### config.mk
export PLATFORM = sky130hd
export DESIGN_NAME = iscs_top
export DESIGN_NICKNAME = d
export VERILOG_FILES = /design/src/verilog/iscs_pkg.sv /design/src/verilog/iscs_upload.sv /design/src/verilog/iscs_top.sv
export VERILOG_INCLUDE_DIRS = /design/src /design/src/verilog
export SDC_FILE = /design/constraint.sdc
export NUM_CORES = 1
export LEC_CHECK = 0
export BUFFER_PORTS_ARGS = -buffer_cell sky130_fd_sc_hd__buf_4
export CAP_MARGIN = 20
export CORE_AREA = 2 2 182 184
export DETAILED_ROUTE_END_ITERATION = 16
export DIE_AREA = 0 0 184 186
export GPL_TIMING_DRIVEN = 0
export HOLD_SLACK_MARGIN = 0.15
export PLACE_DENSITY_LB_ADDON = 0.15
export SETUP_SLACK_MARGIN = 0.05
export SLEW_MARGIN = 20
export SYNTH_ARGS = -nofsm -noshare
export SYNTH_HDL_FRONTEND = slang
export SYNTH_HIERARCHICAL = 1
export SYNTH_SLANG_ARGS = --single-unit
### constraint.sdc
create_clock -name ref_clk_in -period 2.2 [get_ports ref_clk_in]
set_input_delay 0.11 -clock ref_clk_in [delete_from_list [all_inputs] [get_ports ref_clk_in]]
set_output_delay 0.11 -clock ref_clk_in [all_outputs]
set_load 0.02 [all_outputs]
### src/verilog/iscs_map.svh
// Address map, field positions, reset values and timing counts of the sequencer.
// Assumes it is included by bare name from the sequencer sources.
`ifndef ISCS_MAP_SVH
`define ISCS_MAP_SVH

// Upload word fields
`define ISCS_ADDR_MSB       15
`define ISCS_ADDR_LSB       12
`define ISCS_DATA_MSB       11
`define ISCS_DATA_LSB       0
`define ISCS_WORD_BITS      16

// Register addresses
`define ISCS_A_COARSE       4'h0
`define ISCS_A_FINE         4'h1
`define ISCS_A_ADC          4'h2
`define ISCS_A_GRAN         4'h3
`define ISCS_A_INT_TIME     4'h4
`define ISCS_A_PIX_ROW      4'h5
`define ISCS_A_ROWS         4'h6
`define ISCS_A_ROW_POS      4'h7

// Converter configuration bits
`define ISCS_ADC_DRIVE_BIT  0
`define ISCS_ADC_LIN_BIT    1
`define ISCS_ADC_POL_BIT    2

// Granularity fields in the granularity register
`define ISCS_COL_GRAN_LSB   0
`define ISCS_SS_GRAN_LSB    2

// Reset value of every register
`define ISCS_REG_RST        12'h000
// Fine offset midpoint for matched paths
`define ISCS_FINE_MID       7'h40

// Timing counts
`define ISCS_COL_DIV_BASE   6'h04
`define ISCS_SS_DIV_BASE    9'h020
`define ISCS_BLANK_TICKS    35
`define ISCS_RESET_TICKS    4
`define ISCS_STOP_TICKS     2
`define ISCS_PIX_DELAY      5

`endif

### src/verilog/iscs_pkg.sv
// Types shared by the sequencer modules.
// Assumes nothing beyond a SystemVerilog compiler.
package iscs_pkg;

    typedef struct packed {
        logic [3:0]  addr;
        logic [11:0] data;
    } iscs_upload_t;

    typedef enum logic [2:0] {
        SH_IDLE,
        SH_RESET,
        SH_INTEG,
        SH_STOPPING,
        SH_READABLE
    } iscs_shut_state_t;

endpackage

### src/verilog/iscs_upload.sv
// Register upload ports: parallel word port and 3-wire serial port.
// Assumes all pins are asynchronous to ref_clk_in and held stable around strobes.
`timescale 1ns/1ps
`default_nettype none
`include "iscs_map.svh"

module iscs_upload
    import iscs_pkg::*;
(
    input  wire logic        ref_clk_in,
    input  wire logic        arst_n_in,
    input  wire logic        ce_in,
    input  wire logic        if_mode_in,
    input  wire logic        serial_port_select_in,
    input  wire logic [15:0] p_data_in,
    input  wire logic        p_write_in,
    input  wire logic        s_clk_in,
    input  wire logic        s_data_in,
    input  wire logic        s_en_in,
    output logic             wr_out,
    output iscs_upload_t     word_out
);

    localparam int SW = `ISCS_WORD_BITS + 6;

    logic [SW-1:0] sync1_r;
    logic [SW-1:0] sync2_r;
    logic [2:0]    edge_r;
    logic [15:0]   shift_r;

    // Two-stage synchronisers on every pin except ce_in and arst_n_in
    always_ff @(posedge ref_clk_in or negedge arst_n_in) begin
        if (!arst_n_in) begin
            sync1_r <= '0;
            sync2_r <= '0;
        end else if (ce_in) begin
            sync1_r <= {if_mode_in, serial_port_select_in, p_write_in,
                        s_clk_in, s_data_in, s_en_in, p_data_in};
            sync2_r <= sync1_r;
        end
    end

    wire        if_s   = sync2_r[SW-1];
    wire        ser_s  = sync2_r[SW-2];
    wire        pw_s   = sync2_r[SW-3];
    wire        sck_s  = sync2_r[SW-4];
    wire        sd_s   = sync2_r[SW-5];
    wire        sen_s  = sync2_r[SW-6];
    wire [15:0] pdat_s = sync2_r[15:0];

    wire pw_rise  = pw_s & ~edge_r[2];
    wire sck_rise = sck_s & ~edge_r[1];
    wire sen_rise = sen_s & ~edge_r[0];
    wire sel_par  = if_s;
    wire sel_ser  = ~if_s & ser_s;
    wire load_par = sel_par & pw_rise;
    wire load_ser = sel_ser & sen_rise;

    always_ff @(posedge ref_clk_in or negedge arst_n_in) begin
        if (!arst_n_in) begin
            edge_r   <= '0;
            shift_r  <= '0;
            wr_out   <= 1'b0;
            word_out <= '0;
        end else if (ce_in) begin
            edge_r <= {pw_s, sck_s, sen_s};
            if (sel_ser && sck_rise) begin
                shift_r <= {shift_r[14:0], sd_s};
            end
            wr_out <= load_par | load_ser;
            if (load_par) begin
                word_out <= pdat_s;
            end else if (load_ser) begin
                word_out <= shift_r;
            end
        end
    end
endmodule // iscs_upload

`default_nettype wire

### src/verilog/iscs_top.sv
// Control sequencer of the image sensor: uploads, shutter, row and pixel timing.
// Assumes control pulses are synchronous to ref_clk_in, upload pins are not.
`timescale 1ns/1ps
`default_nettype none
`include "iscs_map.svh"

module iscs_top
    import iscs_pkg::*;
(
    input  wire logic        ref_clk_in,
    input  wire logic        arst_n_in,
    input  wire logic        ce_in,
    input  wire logic        if_mode_in,
    input  wire logic        serial_port_select_in,
    input  wire logic [15:0] p_data_in,
    input  wire logic        p_write_in,
    input  wire logic        s_clk_in,
    input  wire logic        s_data_in,
    input  wire logic        s_en_in,
    input  wire logic        ss_start_in,
    input  wire logic        ss_stop_in,
    input  wire logic        row_clk_in,
    input  wire logic        row_start_in,
    input  wire logic        col_load_in,
    input  wire logic [9:0]  adc_code_in,
    output logic [6:0]       coarse_offset_out,
    output logic [6:0]       fine_offset_out,
    output logic [9:0]       adc_data_out,
    output logic             adc_data_oe_out,
    output logic             timeout_out,
    output logic             pixel_array_reset_out,
    output logic             array_readable_out,
    output logic             pixel_valid_out,
    output logic             last_line_out,
    output logic [10:0]      row_pointer_out,
    output logic             analog_pixel_valid_out
);

    // Register upload
    logic         upl_wr;
    iscs_upload_t upl_word;
    logic [11:0]  regs_r [16];

    iscs_upload u_upload (
        .ref_clk_in            (ref_clk_in),
        .arst_n_in             (arst_n_in),
        .ce_in                 (ce_in),
        .if_mode_in            (if_mode_in),
        .serial_port_select_in (serial_port_select_in),
        .p_data_in             (p_data_in),
        .p_write_in            (p_write_in),
        .s_clk_in              (s_clk_in),
        .s_data_in             (s_data_in),
        .s_en_in               (s_en_in),
        .wr_out                (upl_wr),
        .word_out              (upl_word)
    );

    always_ff @(posedge ref_clk_in or negedge arst_n_in) begin
        if (!arst_n_in) begin
            for (int i = 0; i < 16; i++) begin
                regs_r[i] <= `ISCS_REG_RST;
            end
        end else if (ce_in && upl_wr) begin
            regs_r[upl_word.addr] <= upl_word.data;
        end
    end

    wire [6:0]  coarse_w   = regs_r[`ISCS_A_COARSE][6:0];
    wire [6:0]  fine_w     = regs_r[`ISCS_A_FINE][6:0];
    wire [2:0]  adc_cfg    = regs_r[`ISCS_A_ADC][2:0];
    wire [1:0]  col_gran   = regs_r[`ISCS_A_GRAN][`ISCS_COL_GRAN_LSB +: 2];
    wire [1:0]  ss_gran    = regs_r[`ISCS_A_GRAN][`ISCS_SS_GRAN_LSB +: 2];
    wire [11:0] int_time_w = regs_r[`ISCS_A_INT_TIME];
    wire [11:0] ppr_w      = regs_r[`ISCS_A_PIX_ROW];
    wire [11:0] rows_w     = regs_r[`ISCS_A_ROWS];
    wire [10:0] row_pos_w  = regs_r[`ISCS_A_ROW_POS][10:0];

    // Converter output path
    function automatic logic [9:0] iscs_compress(input logic [9:0] x);
        if (x < 10'h100) begin
            iscs_compress = {x[8:0], 1'b0};
        end else if (x < 10'h300) begin
            iscs_compress = 10'h200 + {1'b0, x[9:1]} - 10'h080;
        end else begin
            iscs_compress = x;
        end
    endfunction

    wire [9:0] adc_curve = adc_cfg[`ISCS_ADC_LIN_BIT] ? adc_code_in
                                                      : iscs_compress(adc_code_in);
    wire [9:0] adc_pol   = adc_cfg[`ISCS_ADC_POL_BIT] ? adc_curve : ~adc_curve;

    // Shutter sequencer
    iscs_shut_state_t sh_state_r;
    iscs_shut_state_t sh_state_nxt;
    logic [8:0]       ss_presc_r;
    logic [1:0]       phase_r;
    logic [11:0]      int_cnt_r;
    logic             timeout_r;

    wire [8:0] ss_div  = `ISCS_SS_DIV_BASE << ss_gran;
    wire       ss_hold = ss_start_in | ss_stop_in;
    wire       ss_tick = ~ss_hold & (ss_presc_r == ss_div - 9'h001);
    wire       int_run = (sh_state_r == SH_RESET) || (sh_state_r == SH_INTEG);
    wire       int_hit = int_run && (int_cnt_r != int_time_w)
                         && (int_cnt_r + 12'h001 == int_time_w);

    always_comb begin
        sh_state_nxt = sh_state_r;
        case (sh_state_r)
            SH_RESET: begin
                if (phase_r == 2'(`ISCS_RESET_TICKS - 1)) begin
                    sh_state_nxt = SH_INTEG;
                end
            end
            SH_STOPPING: begin
                if (phase_r == 2'(`ISCS_STOP_TICKS - 1)) begin
                    sh_state_nxt = SH_READABLE;
                end
            end
            default: sh_state_nxt = sh_state_r;
        endcase
    end

    always_ff @(posedge ref_clk_in or negedge arst_n_in) begin
        if (!arst_n_in) begin
            ss_presc_r <= '0;
        end else if (ce_in) begin
            ss_presc_r <= (ss_hold || ss_tick) ? 9'h000 : ss_presc_r + 9'h001;
        end
    end

    always_ff @(posedge ref_clk_in or negedge arst_n_in) begin
        if (!arst_n_in) begin
            sh_state_r <= SH_IDLE;
            phase_r    <= '0;
            int_cnt_r  <= '0;
            timeout_r  <= 1'b0;
        end else if (ce_in) begin
            if (ss_start_in) begin
                sh_state_r <= SH_RESET;
                phase_r    <= '0;
                int_cnt_r  <= '0;
                timeout_r  <= 1'b0;
            end else if (ss_stop_in) begin
                sh_state_r <= SH_STOPPING;
                phase_r    <= '0;
            end else if (ss_tick) begin
                sh_state_r <= sh_state_nxt;
                phase_r    <= (sh_state_nxt != sh_state_r) ? 2'h0 : phase_r + 2'h1;
                if (int_run && int_cnt_r != int_time_w) begin
                    int_cnt_r <= int_cnt_r + 12'h001;
                end
                timeout_r <= int_hit;
            end
        end
    end

    // Row and column sequencer
    logic        row_clk_q_r;
    logic        row_start_q_r;
    logic        col_load_q_r;
    logic        blank_r;
    logic [5:0]  col_presc_r;
    logic [5:0]  blank_cnt_r;
    logic        col_sync_r;
    logic [11:0] pix_cnt_r;
    logic [11:0] line_cnt_r;
    logic [`ISCS_PIX_DELAY-2:0] pix_dly_r;

    wire       row_fall   = row_clk_q_r & ~row_clk_in;
    wire       start_rise = row_start_in & ~row_start_q_r;
    wire       load_rise  = col_load_in & ~col_load_q_r;
    wire       row_begin  = row_fall | start_rise;
    wire [5:0] col_div    = `ISCS_COL_DIV_BASE << col_gran;
    wire       col_tick   = blank_r & ~row_clk_in & (col_presc_r == col_div - 6'h01);
    wire       blank_last = col_tick && (blank_cnt_r == 6'(`ISCS_BLANK_TICKS - 1));
    wire       x_start    = col_sync_r | load_rise;
    wire [11:0] line_nxt  = line_cnt_r + 12'h001;

    always_ff @(posedge ref_clk_in or negedge arst_n_in) begin
        if (!arst_n_in) begin
            row_clk_q_r   <= 1'b0;
            row_start_q_r <= 1'b0;
            col_load_q_r  <= 1'b0;
            pix_dly_r     <= '0;
        end else if (ce_in) begin
            row_clk_q_r   <= row_clk_in;
            row_start_q_r <= row_start_in;
            col_load_q_r  <= col_load_in;
            pix_dly_r     <= {pix_dly_r[`ISCS_PIX_DELAY-3:0], x_start};
        end
    end

    always_ff @(posedge ref_clk_in or negedge arst_n_in) begin
        if (!arst_n_in) begin
            blank_r     <= 1'b0;
            col_presc_r <= '0;
            blank_cnt_r <= '0;
            col_sync_r  <= 1'b0;
        end else if (ce_in) begin
            col_sync_r <= blank_last;
            if (row_begin) begin
                blank_r     <= 1'b1;
                col_presc_r <= '0;
                blank_cnt_r <= '0;
            end else if (blank_r && !row_clk_in) begin
                col_presc_r <= col_tick ? 6'h00 : col_presc_r + 6'h01;
                if (col_tick) begin
                    blank_cnt_r <= blank_cnt_r + 6'h01;
                end
                if (blank_last) begin
                    blank_r <= 1'b0;
                end
            end
        end
    end

    always_ff @(posedge ref_clk_in or negedge arst_n_in) begin
        if (!arst_n_in) begin
            pix_cnt_r       <= '0;
            pixel_valid_out <= 1'b0;
        end else if (ce_in) begin
            if (x_start) begin
                pix_cnt_r       <= '0;
                pixel_valid_out <= 1'b1;
            end else if (pixel_valid_out && !row_clk_in) begin
                if (pix_cnt_r == ppr_w) begin
                    pixel_valid_out <= 1'b0;
                end else begin
                    pix_cnt_r <= pix_cnt_r + 12'h001;
                end
            end
        end
    end

    always_ff @(posedge ref_clk_in or negedge arst_n_in) begin
        if (!arst_n_in) begin
            line_cnt_r      <= '0;
            last_line_out   <= 1'b0;
            row_pointer_out <= '0;
        end else if (ce_in) begin
            if (start_rise) begin
                line_cnt_r      <= '0;
                last_line_out   <= (rows_w == 12'h000);
                row_pointer_out <= row_pos_w;
            end else if (row_fall) begin
                line_cnt_r      <= line_nxt;
                last_line_out   <= (line_nxt == rows_w);
                row_pointer_out <= row_pointer_out + 11'h001;
            end
        end
    end

    // Registered outputs
    always_ff @(posedge ref_clk_in or negedge arst_n_in) begin
        if (!arst_n_in) begin
            coarse_offset_out      <= '0;
            fine_offset_out        <= '0;
            adc_data_out           <= '0;
            adc_data_oe_out        <= 1'b0;
            timeout_out            <= 1'b0;
            pixel_array_reset_out  <= 1'b0;
            array_readable_out     <= 1'b0;
            analog_pixel_valid_out <= 1'b0;
        end else if (ce_in) begin
            coarse_offset_out      <= coarse_w;
            fine_offset_out        <= fine_w;
            adc_data_out           <= adc_pol;
            adc_data_oe_out        <= adc_cfg[`ISCS_ADC_DRIVE_BIT];
            timeout_out            <= timeout_r;
            pixel_array_reset_out  <= (sh_state_r == SH_RESET);
            array_readable_out     <= (sh_state_r == SH_READABLE);
            analog_pixel_valid_out <= pix_dly_r[`ISCS_PIX_DELAY-2];
        end
    end
endmodule // iscs_top

`default_nettype wire

==> results.json <==
{
  "postSynthCellCount": 1089,
  "ys_seq_area_frac": 0.5163,
  "initial_core_util": 0.3943,
  "clock_path_buffers": 3,
  "final_common_cell": "dfrtp_1",
  "post-route-util": 0.4892,
  "synth.distinct_cells": 74,
  "p_clk_frac": 0.353,
  "num_vias": 9015,
  "row_count": 66,
  "setup_viol": 12,
  "period_share": 1.085,
  "fin_nets": 1319,
  "p_sw_frac": 0.2945,
  "drt-pass1-iter-count": 5,
  "final_area_um2": 15760,
  "num_io_pins": 82,
  "ys_top_cells_by_area": "dfrtp_1 52%, mux2_2 15%, xnor2_1 3.1%, o21ai_0 3.1%, mux2_4 2.1%",
  "period_needed_ns": 2.388,
  "power_density_nw_per_um2": 909.1,
  "grt_pass1_vias": 9151,
  "tns_ns": -1.475,
  "p_leak_uw": 0.007143,
  "wire_per_inst_um": 17.95,
  "ys_async_sr_fraction": 1.000,
  "coreArea_um2": 32210,
  "violations": "setup timing",
  "worst_slack_ns": -0.1876,
  "pwr-share-seq": 0.438,
  "synth_edf_count": 0,
  "p_sw_uw": 4219,
  "critPathTopFamily": "simple AND/OR/NAND/NOR gates",
  "dp_slack_ns": -0.4498,
  "maxCapViolCount": 0,
  "antenna_found_initial": 0,
  "rsz0062_at_grt": "true",
  "cts-root-buf": "clkbuf_16",
  "synth.net_count": 1143,
  "port_buffers": 81,
  "area_growth_pct": 24.07,
  "yosysTopAreaCell": "dfrtp_1",
  "drtAntennaViolNets": 0,
  "arrival_ns": 2.88,
  "cp.required_ns": 2.69,
  "vdd.ir_drop.worst_v": 0.0005904,
  "grt_util_all_layers": 0.1816,
  "holdWs_ns": 0.2346,
  "path_buf_inv": 1,
  "status": "finished, violations left",
  "wl_mm": 30.44,
  "tritoncts": "yes",
  "synth_flop_cell": "dfrtp_1",
  "cp_common_cell": "or4_1",
  "die_y_um": 186,
  "finClkSkew_ns": 0.02264,
  "dp_hpwl_mm": 20.52,
  "layout_common_cells": "252 x dfrtp_1, 164 x mux2_2, 97 x buf_4",
  "internal_power_uw": 10110,
  "hp-class": "in -> reg",
  "drive_above_1_share": 0.3082,
  "grt-ovfl-total": 0,
  "yosysWarningCount": 6,
  "drc_errors": 0,
  "worst_pin_slew_ns": 0.8986,
  "max_freq_mhz": 418.8,
  "final_hold_viol_count": 0,
  "numCtsBuffers": 30,
  "crit_slowest_cell": "or4_1",
  "path_cells": "or4_1, o31a_2, a211oi_4, buf_6, nand4_4, or4_1, nand3_1",
  "ys_ff_latch": 262,
  "clkSlewWorstSetupHoldPaths_ns": 0.06,
  "combinationalPowerShare": 0.209,
  "viasPerCell": 5.315,
  "cp_max_fo": 5,
  "crit_path_end_kind": "flip-flop",
  "syn_avg_cell_area_um2": 11.66,
  "dieArea_um2": 34220,
  "drt_iter0_drc": 508,
  "start_kind": "flip-flop",
  "fp.dieW_um": 184,
  "slew_headroom": 0.4010,
  "slew_violations": 0,
  "synth_top_area_share": 0.5163,
  "slowest_delay_ns": 0.51,
  "placed_area_um2": 13920,
  "cts.htree.levels": 1,
  "grt_max_degree": 90,
  "syn_area_um2": 12700,
  "grt_pass1_wl_mm": 49.41,
  "cts_sinks": 262,
  "crit_type": "reg -> reg",
  "antennaDiodeCount": 0,
  "clock_latency_ns": 0.57,
  "globalplace.congestion": 0.8382
}
[timing repair]
action	in CTS	in global routing
buffers inserted	12	8
resized for setup	31	35
hold buffers	44	0
gates cloned	1	0
pin swaps	10	6
endpoints found under the hold margin	259	0
setup endpoints to repair	32	50
[sequential cells by signal (all words and copies together) (netlist names), 9 cells and up]
name               cells
u_upload/sync1_r      22
u_upload/sync2_r      22
u_upload/shift_r      16
u_upload/word_out     16
regs_r                13
int_cnt_r             12
int_time_w            12
line_cnt_r            12
pix_cnt_r             12
ppr_w                 12
rows_w                12
row_pointer_out       11
adc_data_out          10
ss_presc_r             9
[routing by layer]
metal | up-vias | GRT usage | wire length, um
li1 | 4318 | - | -
met1 | 4523 | 0.2489 | 14480
met2 | 137 | 0.3093 | 14580
met3 | 37 | 0.02504 | 913
met4 | 0 | 0.03520 | 470
met5 | - | 0 | 0
[kinds of logic after synthesis]
kind of cell             share of synthesized area
flip-flops                                  0.5163
buffers and inverters                      0.02374
XOR/XNOR                                   0.04966
adder cells (fa/ha/maj)                    0.01379
AND/OR/NAND/NOR                             0.1243
multiplexers                                0.1803
AO/OA/AOI/OAI                              0.09192
[through the flow]
step / power (uW) / std cells
final: 14320 / 1696
after global routing: 15060 / 1696
after CTS: 14420 / 1691
after detailed placement: 9108 / 1581
after global placement: 9046 / 1578
after floorplan: 7893 / 1089
[cells in the mapped netlist (18+ instances only)]
| master | instances |
|---|---|
| nand3_1 | 34 |
| xor2_1 | 27 |
| a21oi_1 | 31 |
| mux2_2 | 164 |
| nor2_1 | 62 |
| mux2_4 | 18 |
| dfrtp_1 | 262 |
| clkbuf_1 | 38 |
| inv_1 | 22 |
| nand4_1 | 20 |
| o21ai_0 | 78 |
| xnor2_1 | 45 |
| and3_1 | 18 |
| nand2_1 | 53 |
[worst register-to-register path: stages (launching register included)]
cell and delay, ns:
dfrtp_2 0.44, or4_1 0.51, o31a_2 0.16, a211oi_4 0.37, buf_6 0.16, nand4_4 0.11, or4_1 0.49, nand3_1 0.09
[path summary, 6_finish.rpt]
check / start / to / slack [ns] / cells after the start
setup / recovery: regs_r[147] / int_cnt_r[9] / -0.19 / 7
hold / removal: adc_code_in[9] / adc_data_out[9] / 0.23 / 5
setup reg to reg: regs_r[147] / int_cnt_r[9] / -0.19 / 7
hold reg to reg: array_readable_out / array_readable_out / 0.48 / 1
max in group asynchronous: arst_n_in / adc_cfg[1] / 0.85 / 5
min in group asynchronous: arst_n_in / ss_presc_r[8] / 0.66 / 4
[final cells by class]
class / count / area (um^2)
clock buffer: 45 / 867.1
fill: 2947 / 16450
sequential: 262 / 6569
multi-input combinational: 756 / 6040
tap: 408 / 510.5
timing repair buffer: 149 / 1318
buffer: 44 / 220.2
inverter: 22 / 82.58
clock inverter: 10 / 150.1
[power groups by stage]
stage               Combinational, uW  Sequential [uW]  Clock, uW
floorplan                        1570             6320          0
global placement                 2720             6330          0
detailed placement               2770             6340          0
CTS                              2950             6270       5200
global route                     3300             6370       5390
finish                           2990             6270       5060
No activity file was read; power rests on OpenSTA's default activity.
